==> src/shared/gpc_pkg.sv <==
// constants and helpers for the pin configuration block
package gpc_pkg;

  // ----------------------------------------------------------------
  // geometry
  // ----------------------------------------------------------------
  localparam int NUM_PINS = 8;
  localparam int FIELD_W = 4;
  localparam int REG_W = 32;
  localparam int ADDR_W = 8;
  localparam int MODE_LSB = 0;
  localparam int TYPE_LSB = 2;

  // ----------------------------------------------------------------
  // register map
  // ----------------------------------------------------------------
  localparam logic [ADDR_W-1:0] CFG_OFFSET = 8'h00;
  localparam logic [REG_W-1:0] CFG_RESET = 32'h44444444;
  localparam logic [1:0] SIZE_WORD = 2'h2;

  // ----------------------------------------------------------------
  // direction and speed codes
  // ----------------------------------------------------------------
  localparam logic [1:0] MODE_INPUT = 2'h0;
  localparam logic [1:0] MODE_OUT_10MHZ = 2'h1;
  localparam logic [1:0] MODE_OUT_2MHZ = 2'h2;
  localparam logic [1:0] MODE_OUT_50MHZ = 2'h3;

  // ----------------------------------------------------------------
  // pin type codes, input mode
  // ----------------------------------------------------------------
  localparam logic [1:0] TYPE_ANALOG = 2'h0;
  localparam logic [1:0] TYPE_FLOAT = 2'h1;
  localparam logic [1:0] TYPE_PULL = 2'h2;
  localparam logic [1:0] TYPE_IN_RSVD = 2'h3;

  // ----------------------------------------------------------------
  // pin type codes, output mode
  // ----------------------------------------------------------------
  localparam logic [1:0] TYPE_GP_PP = 2'h0;
  localparam logic [1:0] TYPE_GP_OD = 2'h1;
  localparam logic [1:0] TYPE_AF_PP = 2'h2;
  localparam logic [1:0] TYPE_AF_OD = 2'h3;

  // ----------------------------------------------------------------
  // pin shared with tamper input and clock output
  // ----------------------------------------------------------------
  localparam int TAMPER_PIN = 3;

  // ----------------------------------------------------------------
  // helpers
  // ----------------------------------------------------------------
  function automatic logic [1:0] pin_mode(input logic [REG_W-1:0] cfg,
                                          input int y);
    pin_mode = cfg[FIELD_W*y+MODE_LSB +: 2];
  endfunction

  function automatic logic [1:0] pin_type(input logic [REG_W-1:0] cfg,
                                          input int y);
    pin_type = cfg[FIELD_W*y+TYPE_LSB +: 2];
  endfunction

endpackage

==> src/shared/gpc_pin_if.sv <==
// carrier between register logic and per-pin pad decoder
`timescale 1ns/100ps
`default_nettype none
interface gpc_pin_if;
  import gpc_pkg::*;
  logic [REG_W-1:0] cfg;
  logic [NUM_PINS-1:0] out_data;
  logic [NUM_PINS-1:0] af_data;
  logic [NUM_PINS-1:0] pad_in;
  logic [NUM_PINS-1:0] drive;
  logic [NUM_PINS-1:0] oe_n;
  logic [NUM_PINS-1:0] pull_en;
  logic [NUM_PINS-1:0] pull_up;
  logic [NUM_PINS-1:0] schmitt_en;
  logic [NUM_PINS-1:0] in_val;

  modport ctrl (
    output cfg, out_data, af_data, pad_in,
    input drive, oe_n, pull_en, pull_up, schmitt_en, in_val
  );
  modport dec (
    input cfg, out_data, af_data, pad_in,
    output drive, oe_n, pull_en, pull_up, schmitt_en, in_val
  );
endinterface
`default_nettype wire

==> src/hdl/gpc_pin_config_low.sv <==
// configuration register and pad control for pins 0 to 7
`timescale 1ns/100ps
`default_nettype none
module gpc_pin_config_low (
  input wire logic clk_i,
  input wire logic rst_i,
  input wire logic reg_wr_i,
  input wire logic reg_rd_i,
  input wire logic [gpc_pkg::ADDR_W-1:0] reg_addr_i,
  input wire logic [1:0] reg_size_i,
  input wire logic [gpc_pkg::REG_W-1:0] reg_wdata_i,
  output logic [gpc_pkg::REG_W-1:0] reg_rdata_o,
  output logic reg_rvalid_o,
  input wire logic [gpc_pkg::NUM_PINS-1:0] lock_i,
  input wire logic [gpc_pkg::NUM_PINS-1:0] out_data_i,
  input wire logic [gpc_pkg::NUM_PINS-1:0] af_out_i,
  input wire logic [gpc_pkg::NUM_PINS-1:0] pad_in_i,
  input wire logic tamper_en_i,
  input wire logic clk_out_en_i,
  input wire logic clk_out_i,
  output logic [gpc_pkg::NUM_PINS-1:0] pad_out_o,
  output logic [gpc_pkg::NUM_PINS-1:0] pad_oe_n_o,
  output logic [gpc_pkg::NUM_PINS-1:0] pull_en_o,
  output logic [gpc_pkg::NUM_PINS-1:0] pull_up_o,
  output logic [gpc_pkg::NUM_PINS-1:0] schmitt_en_o,
  output logic [2*gpc_pkg::NUM_PINS-1:0] speed_o,
  output logic [gpc_pkg::NUM_PINS-1:0] in_data_o,
  output logic tamper_in_o
);
  import gpc_pkg::*;

  // ----------------------------------------------------------------
  // declarations
  // ----------------------------------------------------------------
  logic [REG_W-1:0] cfg_reg;
  logic [REG_W-1:0] cfg_next;
  logic [REG_W-1:0] rdata_reg;
  logic [REG_W-1:0] rdata_next;
  logic rvalid_reg;
  logic sel;
  logic word_ok;
  logic wr_hit;
  logic rd_hit;
  logic [NUM_PINS-1:0] drv_next;
  logic [NUM_PINS-1:0] oen_next;
  logic [NUM_PINS-1:0] pen_next;
  logic [NUM_PINS-1:0] pup_next;
  logic [NUM_PINS-1:0] smt_next;
  logic [NUM_PINS-1:0] in_next;
  logic [2*NUM_PINS-1:0] spd_next;
  logic [NUM_PINS-1:0] drv_reg;
  logic [NUM_PINS-1:0] oen_reg;
  logic [NUM_PINS-1:0] pen_reg;
  logic [NUM_PINS-1:0] pup_reg;
  logic [NUM_PINS-1:0] smt_reg;
  logic [NUM_PINS-1:0] in_reg;
  logic [2*NUM_PINS-1:0] spd_reg;
  logic tamper_reg;
  logic tamper_next;

  gpc_pin_if pin ();

  // ----------------------------------------------------------------
  // access decode
  // ----------------------------------------------------------------
  assign sel = (reg_addr_i == CFG_OFFSET);
  assign word_ok = (reg_size_i == SIZE_WORD);
  assign wr_hit = reg_wr_i && sel && word_ok;
  assign rd_hit = reg_rd_i && sel && word_ok;

  // ----------------------------------------------------------------
  // write path
  // ----------------------------------------------------------------
  always_comb begin
    cfg_next = cfg_reg;
    if (wr_hit) begin
      for (int y = 0; y < NUM_PINS; y++) begin
        if (!lock_i[y]) begin
          cfg_next[FIELD_W*y +: FIELD_W] = reg_wdata_i[FIELD_W*y +: FIELD_W];
        end
      end
    end
  end

  always_ff @(posedge clk_i) begin
    if (rst_i) begin
      cfg_reg <= CFG_RESET;
    end else begin
      cfg_reg <= cfg_next;
    end
  end

  // ----------------------------------------------------------------
  // read path
  // ----------------------------------------------------------------
  // read back unchanged
  assign rdata_next = rd_hit ? cfg_reg : '0;

  always_ff @(posedge clk_i) begin
    if (rst_i) begin
      rdata_reg <= '0;
    end else begin
      rdata_reg <= rdata_next;
    end
  end

  always_ff @(posedge clk_i) begin
    if (rst_i) begin
      rvalid_reg <= 1'b0;
    end else begin
      rvalid_reg <= reg_rd_i;
    end
  end

  assign reg_rdata_o = rdata_reg;
  assign reg_rvalid_o = rvalid_reg;

  // ----------------------------------------------------------------
  // pad decode
  // ----------------------------------------------------------------
  assign pin.cfg = cfg_reg;
  assign pin.out_data = out_data_i;
  assign pin.af_data = af_out_i;
  assign pin.pad_in = pad_in_i;

  gpc_pin_decode u_decode (
    .pin (pin.dec)
  );

  // ----------------------------------------------------------------
  // speed class and shared pin override
  // ----------------------------------------------------------------
  always_comb begin
    drv_next = pin.drive;
    oen_next = pin.oe_n;
    pen_next = pin.pull_en;
    pup_next = pin.pull_up;
    smt_next = pin.schmitt_en;
    in_next = pin.in_val;
    spd_next = '0;
    tamper_next = 1'b0;
    for (int y = 0; y < NUM_PINS; y++) begin
      spd_next[2*y +: 2] = pin_mode(cfg_reg, y);
    end
    if (clk_out_en_i) begin
      drv_next[TAMPER_PIN] = clk_out_i;
      oen_next[TAMPER_PIN] = 1'b0;
      pen_next[TAMPER_PIN] = 1'b0;
      pup_next[TAMPER_PIN] = 1'b0;
      smt_next[TAMPER_PIN] = 1'b1;
      in_next[TAMPER_PIN] = pad_in_i[TAMPER_PIN];
      spd_next[2*TAMPER_PIN +: 2] = MODE_OUT_50MHZ;
    end else if (tamper_en_i) begin
      drv_next[TAMPER_PIN] = 1'b0;
      oen_next[TAMPER_PIN] = 1'b1;
      pen_next[TAMPER_PIN] = 1'b0;
      pup_next[TAMPER_PIN] = 1'b0;
      smt_next[TAMPER_PIN] = 1'b1;
      in_next[TAMPER_PIN] = pad_in_i[TAMPER_PIN];
      spd_next[2*TAMPER_PIN +: 2] = MODE_INPUT;
      tamper_next = pad_in_i[TAMPER_PIN];
    end
  end

  // ----------------------------------------------------------------
  // pad outputs
  // ----------------------------------------------------------------
  always_ff @(posedge clk_i) begin
    if (rst_i) begin
      drv_reg <= '0;
      oen_reg <= '1;
    end else begin
      drv_reg <= drv_next;
      oen_reg <= oen_next;
    end
  end

  always_ff @(posedge clk_i) begin
    if (rst_i) begin
      pen_reg <= '0;
      pup_reg <= '0;
      smt_reg <= '1;
    end else begin
      pen_reg <= pen_next;
      pup_reg <= pup_next;
      smt_reg <= smt_next;
    end
  end

  always_ff @(posedge clk_i) begin
    if (rst_i) begin
      spd_reg <= '0;
    end else begin
      spd_reg <= spd_next;
    end
  end

  // ----------------------------------------------------------------
  // input sampling
  // ----------------------------------------------------------------
  always_ff @(posedge clk_i) begin
    if (rst_i) begin
      in_reg <= '0;
      tamper_reg <= 1'b0;
    end else begin
      in_reg <= in_next;
      tamper_reg <= tamper_next;
    end
  end

  assign pad_out_o = drv_reg;
  assign pad_oe_n_o = oen_reg;
  assign pull_en_o = pen_reg;
  assign pull_up_o = pup_reg;
  assign schmitt_en_o = smt_reg;
  assign speed_o = spd_reg;
  assign in_data_o = in_reg;
  assign tamper_in_o = tamper_reg;

endmodule // gpc_pin_config_low
`default_nettype wire

==> src/hdl/gpc_pin_decode.sv <==
// per-pin pad control decode from configuration fields
`timescale 1ns/100ps
`default_nettype none
module gpc_pin_decode (
  gpc_pin_if.dec pin
);
  import gpc_pkg::*;

  // ----------------------------------------------------------------
  // decode
  // ----------------------------------------------------------------
  always_comb begin
    logic [1:0] m;
    logic [1:0] t;
    logic d;
    m = 2'h0;
    t = 2'h0;
    d = 1'b0;
    pin.drive = '0;
    pin.oe_n = '1;
    pin.pull_en = '0;
    pin.pull_up = '0;
    pin.schmitt_en = '1;
    pin.in_val = '0;
    for (int y = 0; y < NUM_PINS; y++) begin
      m = pin_mode(pin.cfg, y);
      t = pin_type(pin.cfg, y);
      pin.in_val[y] = pin.pad_in[y];
      if (m == MODE_INPUT) begin
        unique case (t)
          TYPE_ANALOG: begin
            pin.schmitt_en[y] = 1'b0;
            pin.in_val[y] = 1'b0;
          end
          TYPE_FLOAT: begin
          end
          TYPE_PULL: begin
            pin.pull_en[y] = 1'b1;
            pin.pull_up[y] = pin.out_data[y];
          end
          TYPE_IN_RSVD: begin
          end
        endcase
      end else begin
        d = t[1] ? pin.af_data[y] : pin.out_data[y];
        unique case (t)
          TYPE_GP_PP, TYPE_AF_PP: begin
            pin.drive[y] = d;
            pin.oe_n[y] = 1'b0;
          end
          TYPE_GP_OD, TYPE_AF_OD: begin
            pin.drive[y] = 1'b0;
            pin.oe_n[y] = d;
          end
        endcase
      end
    end
  end

endmodule // gpc_pin_decode
`default_nettype wire

==> config.mk <==
export PLATFORM = sky130hd
export DESIGN_NAME = gpc_pin_config_low
export DESIGN_NICKNAME = d
export VERILOG_FILES = /design/src/shared/gpc_pkg.sv /design/src/shared/gpc_pin_if.sv /design/src/hdl/gpc_pin_config_low.sv /design/src/hdl/gpc_pin_decode.sv
export SDC_FILE = /design/constraint.sdc
export NUM_CORES = 1
export LEC_CHECK = 0
export ABC_AREA = 1
export ABC_CLOCK_PERIOD_IN_PS = 2500
export BUFFER_PORTS_ARGS = -buffer_cell sky130_fd_sc_hd__buf_2
export CAP_MARGIN = 15
export CORE_MARGIN = 2
export CORE_UTILIZATION = 51
export CTS_CLUSTER_DIAMETER = 150
export DETAILED_ROUTE_END_ITERATION = 8
export PLACE_DENSITY = 0.8
export SYNTH_ARGS = -nofsm -noshare
export SYNTH_HDL_FRONTEND = slang
export SYNTH_SLANG_ARGS = --single-unit
export TNS_END_PERCENT = 30
==> constraint.sdc <==
create_clock -name clk_i -period 2.5 [get_ports clk_i]
set_input_delay 0.5 -clock clk_i [delete_from_list [all_inputs] [get_ports clk_i]]
set_output_delay 0.5 -clock clk_i [all_outputs]
set_load 0.03 [all_outputs]
# Word level (Yosys, flattened, before mapping)
# Index checks and enable logic that the tools add are counted.
[totals] reg_bits=130 input_bits=81 out_inout_bits=98 word_cells=240
[op_classes] reduce_logical=70 eq_ne=25 n_bitwise=26 n_mux=66
[ops] op="2-bit OR reduction" n=31
[ops] op="1-bit two-way mux" n=48
[ops] op="2-bit equality test, second input constant" n=17
[ops] op="2-bit zero test" n=16
[ops] op="1-bit case mux with 2 select lines" n=16
[ops] op="1-bit NOT" n=26
[ops] op="3-bit OR reduction" n=8
[ops] op="2-bit by 1-bit equality test with 1-bit output, second input constant" n=8
[ops] op="2-bit AND reduction" n=8
[ops] op="8-bit zero test" n=1
[ops] op="5-bit OR reduction" n=1
[ops] op="1-bit logical AND" n=4
[ops] op="2-bit two-way mux" n=2
[ops] op="4-bit OR reduction" n=1

# Logic depth before layout (Yosys ltp)
[logic_depth] ltp_word=6 ltp_mapped=8 depth_no_buf=7

# By module
# From an unflattened synthesis, not the netlist that was laid out.
[hier_totals] hier_cells=688 area_unflattened_um2=5143.7
[modules_own_cells] mod="gpc_pin_config_low" cells_per_inst=520 area_per_inst_um2=4352.9 seq_area_each_um2=2602.5 n_inst=1
[modules_own_cells] mod="gpc_pin_decode" cells_per_inst=168 area_per_inst_um2=790.8 seq_area_each_um2=0.0 n_inst=1

# Worst setup path after synthesis
# Ideal clock, no wire load.
[synth_path] path_type="input -> register" startpoint="in reg_size_i[0]" endpoint="reg cfg_reg[16]" setup_time_ns=0.110 arrival_ns=1.221 cell_stages=7 slack_ns=1.169 t_required_ns=2.390 path_buffers=1 cell_sequence="inv_2 nand2_1 nor2_1 clkbuf_1 nand4_1 nand2_1 nor2_1"
[synth_between] elab_chain_len=3
[synth_lines] item="start, declared" line="gpc_pin_config_low.sv:10" text="input wire logic [1:0] reg_size_i,"
[synth_lines] item="2-bit equality test" line="gpc_pin_config_low.sv:67" text="assign word_ok = (reg_size_i == SIZE_WORD);"
[synth_lines] item="1-bit logical AND" line="gpc_pin_config_low.sv:68" text="assign wr_hit = reg_wr_i && sel && word_ok;"
[synth_lines] item="2-bit AND reduction (no source line)"
[synth_lines] item="end signal, assigned" line="gpc_pin_config_low.sv:89" text="cfg_reg <= cfg_next;"
[synth_lines] item="end, declared" line="gpc_pin_config_low.sv:35" text="logic [REG_W-1:0] cfg_reg;"
# Every way passes these cells.
# A chain may end at the register's enable or synchronous reset.

# Worst setup path after layout
[layout_path] startpoint="reg rvalid_reg (netlist: reg_rvalid_o)" endpoint="out reg_rvalid_o"
[layout_rtl] item="start, declared" line="gpc_pin_config_low.sv:39" text="logic rvalid_reg;"
[layout_rtl] item="start signal, assigned" line="gpc_pin_config_low.sv:111" text="rvalid_reg <= reg_rd_i;"
[layout_rtl] item="end, declared" line="gpc_pin_config_low.sv:13" text="output logic reg_rvalid_o,"
# No word-level cell between the ends.

==> metrics.csv <==
metric,value,unit
status,"finished, final reports clean",
portBuffers,178,
antenna_found_initial,0,
grtUsageMet2,0.410,
h-tree-depth,4,
wl_per_cell,12.7,um
drt_pass1_iterations,8,
grt-busiest-layer,met2,
maxSlewViolCount,0,
nFillCells,679,
syn-cell-area,0.00446,mm^2
tritoncts,done,
synth_cells,546,
pin_count,179,
grt_use_met1,0.263,
post_cts_buffers,0,
path_cells,buf_2,
initial_core_util,0.519,
cts_resized,0,
power_density,791,mW/mm^2
clkSinkCount,130,
end_kind,output port,
start_kind,flip-flop,
period_minus_slack,1.56,ns
ys.flop_type,dfxtp_1,
dieArea,0.00951,mm^2
pwr-share-seq,0.434,
grt_max_degree,41,
synthArstFlopShare,0,
p_leak,3.19,nW
drv_cap,0,
synth_edf_count,0,
ys_warn_count,0,
fin_nets,810,
post-dp-hpwl,7.65,mm
row_count,34,
gp_congestion,0.778,
root_buffer,clkbuf_8,
setup_viol,0,
ant_nets,0,
worst-path-max-fanout,1,
final_layout_size_suffix_gt1_frac,0.309,
grtUsageTotal,0.231,
worst_pin_slew,0.442,ns
critPathArrivalTime,1.06,ns
drcViolationCount,0,
dr_total_vias,4111,
fin_tns_setup,0,ns
yosysSeqAreaShare,0.583,
crit_buf_inv,1,
hold_class,in -> reg,
fin_crit_sh,0.623,
p_clk_frac,0.523,
finalHoldViolCount,0,
die_w,97.5,um
p_sw_frac,0.211,
grt_pass1_wl,17.9,mm
synth_cell_types,17,
p_int,3.79,mW
cts_buffers,17,
worstSkewPairLatency,0.51,ns
holdWs,0.202,ns
worstHoldStart,clk_out_en_i,
final_area,0.00608,mm^2
max_freq,642,MHz
n_antenna_cell,0,
slew_headroom,0.705,
grt_util_met3,0.0741,
synth.net_count,627,
drtIter0Drc,147,
grt_pass1_vias,3995,
area_growth,36.2,%
cts.path.max_buffers,2,
r2r-start,cfg_reg[14]$_SDFFE_PP1P_,
p_sw,1.02,mW
postCtsHoldBufs,0,
cp_slowest_stage_delay,0.35,ns
rsz0062_at_grt,false,
crit_family,flip-flops,
clk_pin_slew,0.06,ns
ys_ff_latch,130,
slowest_stage,dfxtp_1,
worst_clock_skew,0.00688,ns
crit_path_start,reg_rvalid_o$_SDFF_PP0_,
pwr-share-comb,0.043,
critPathRequiredTime,2.00,ns
wl,10.8,mm
worstSetupPathType,reg -> out,
overflow,0,
coreArea,0.00859,mm^2
syn_avg_cell_area,8.17,um^2
placed_cell_area,0.00546,mm^2
vias_per_cell,4.84,
vdd_drop_max,0.000530,V
die_y,97.5,um
[power groups by stage]
stage	logic (mW)	clock network, mW	registers (mW)
global placement	0.200	0	2.13
detailed placement	0.204	0	2.13
CTS	0.206	2.55	2.09
global route	0.226	2.66	2.09
floorplan	0.0810	0	2.16
finish	0.206	2.52	2.09
[cell type report]
class / instances / area (um^2) / share of cell area
inverter: 112 / 420 / 0.0692
clock buffer: 21 / 469 / 0.0772
clock inverter: 11 / 150 / 0.0247
timing repair buffer: 184 / 948 / 0.156
sequential: 130 / 2600 / 0.428
tap: 108 / 135 / 0.0222
multi-input combinational: 284 / 1350 / 0.222
[stage by stage]
| step | utilization | worst slack, ns | std cells | power [mW] |
|---|---|---|---|---|
| 6_report | 0.707 | 0.941 | 850 | 4.81 |
| 3_3_place_gp | 0.635 | 0.788 | 818 | 2.33 |
| 3_5_place_dp | 0.635 | 0.726 | 818 | 2.34 |
| 5_1_grt | 0.707 | 0.912 | 850 | 4.97 |
| 4_1_cts | 0.707 | 0.925 | 850 | 4.84 |
| 2_1_floorplan | - | 1.17 | 546 | 2.24 |
[layout by cell type, fill, tap and decap left out]
cell / synthesis / final
inv_1: 109 / 109
nor2_4: 0 / 2
nor2_1: 88 / 87
buf_2: 11 / 178
o21ai_0: 11 / 11
buf_4: 3 / 5
nor3_1: 9 / 9
a21oi_1: 2 / 2
nand2_1: 75 / 75
clkinv_4: 0 / 2
clkbuf_16: 0 / 16
nor4_1: 15 / 15
nand3_1: 27 / 27
inv_6: 0 / 2
bufinv_16: 0 / 3
clkbuf_8: 0 / 5
dfxtp_1: 130 / 130
inv_2: 3 / 3
clkinvlp_4: 0 / 2
clkinv_2: 0 / 2
nand3_2: 8 / 8
o22ai_1: 7 / 7
nand4_1: 41 / 41
buf_12: 0 / 1
[path summary, 6_finish.rpt]
check / to / slack, ns / cells after the start
max: reg_rvalid_o / 0.94 / 1
min: tamper_in_o$_SDFF_PP0_ / 0.20 / 2
max reg2reg: pad_out_o[3]$_SDFF_PP0_ / 1.41 / 3
min reg2reg: reg_rdata_o[21]$_SDFF_PP0_ / 0.48 / 2
[metal layers]
layer | wire length (um) | up-vias
li1 | - | 2076
met1 | 4460 | 1866
met2 | 5460 | 152
met3 | 721 | 17
met4 | 146 | 0
met5 | 0 | -
[synth_stat cells (all sizes together) (6+ instances only)]
| cell | number | area share |
|---|---|---|
| buf | 14 | 0.017 |
| o22ai | 7 | 0.0098 |
| nor3 | 9 | 0.010 |
| dfxtp | 130 | 0.58 |
| clkbuf | 6 | 0.0050 |
| o21ai | 11 | 0.012 |
| nand3 | 35 | 0.048 |
| nand2 | 75 | 0.063 |
| inv | 112 | 0.094 |
| nor2 | 89 | 0.075 |
| nor4 | 15 | 0.021 |
| nand4 | 41 | 0.058 |
[kinds of logic (layout without fill, tap and decap cells)]
logic type | after synthesis | in the layout | synth area share
AOI/OAI and AO/OA | 20 | 20 | 0.0244
buffers and inverters | 132 | 328 | 0.117
DFF | 130 | 130 | 0.583
and+or+nand+nor | 264 | 264 | 0.275
(Power assumes the default switching activity.)
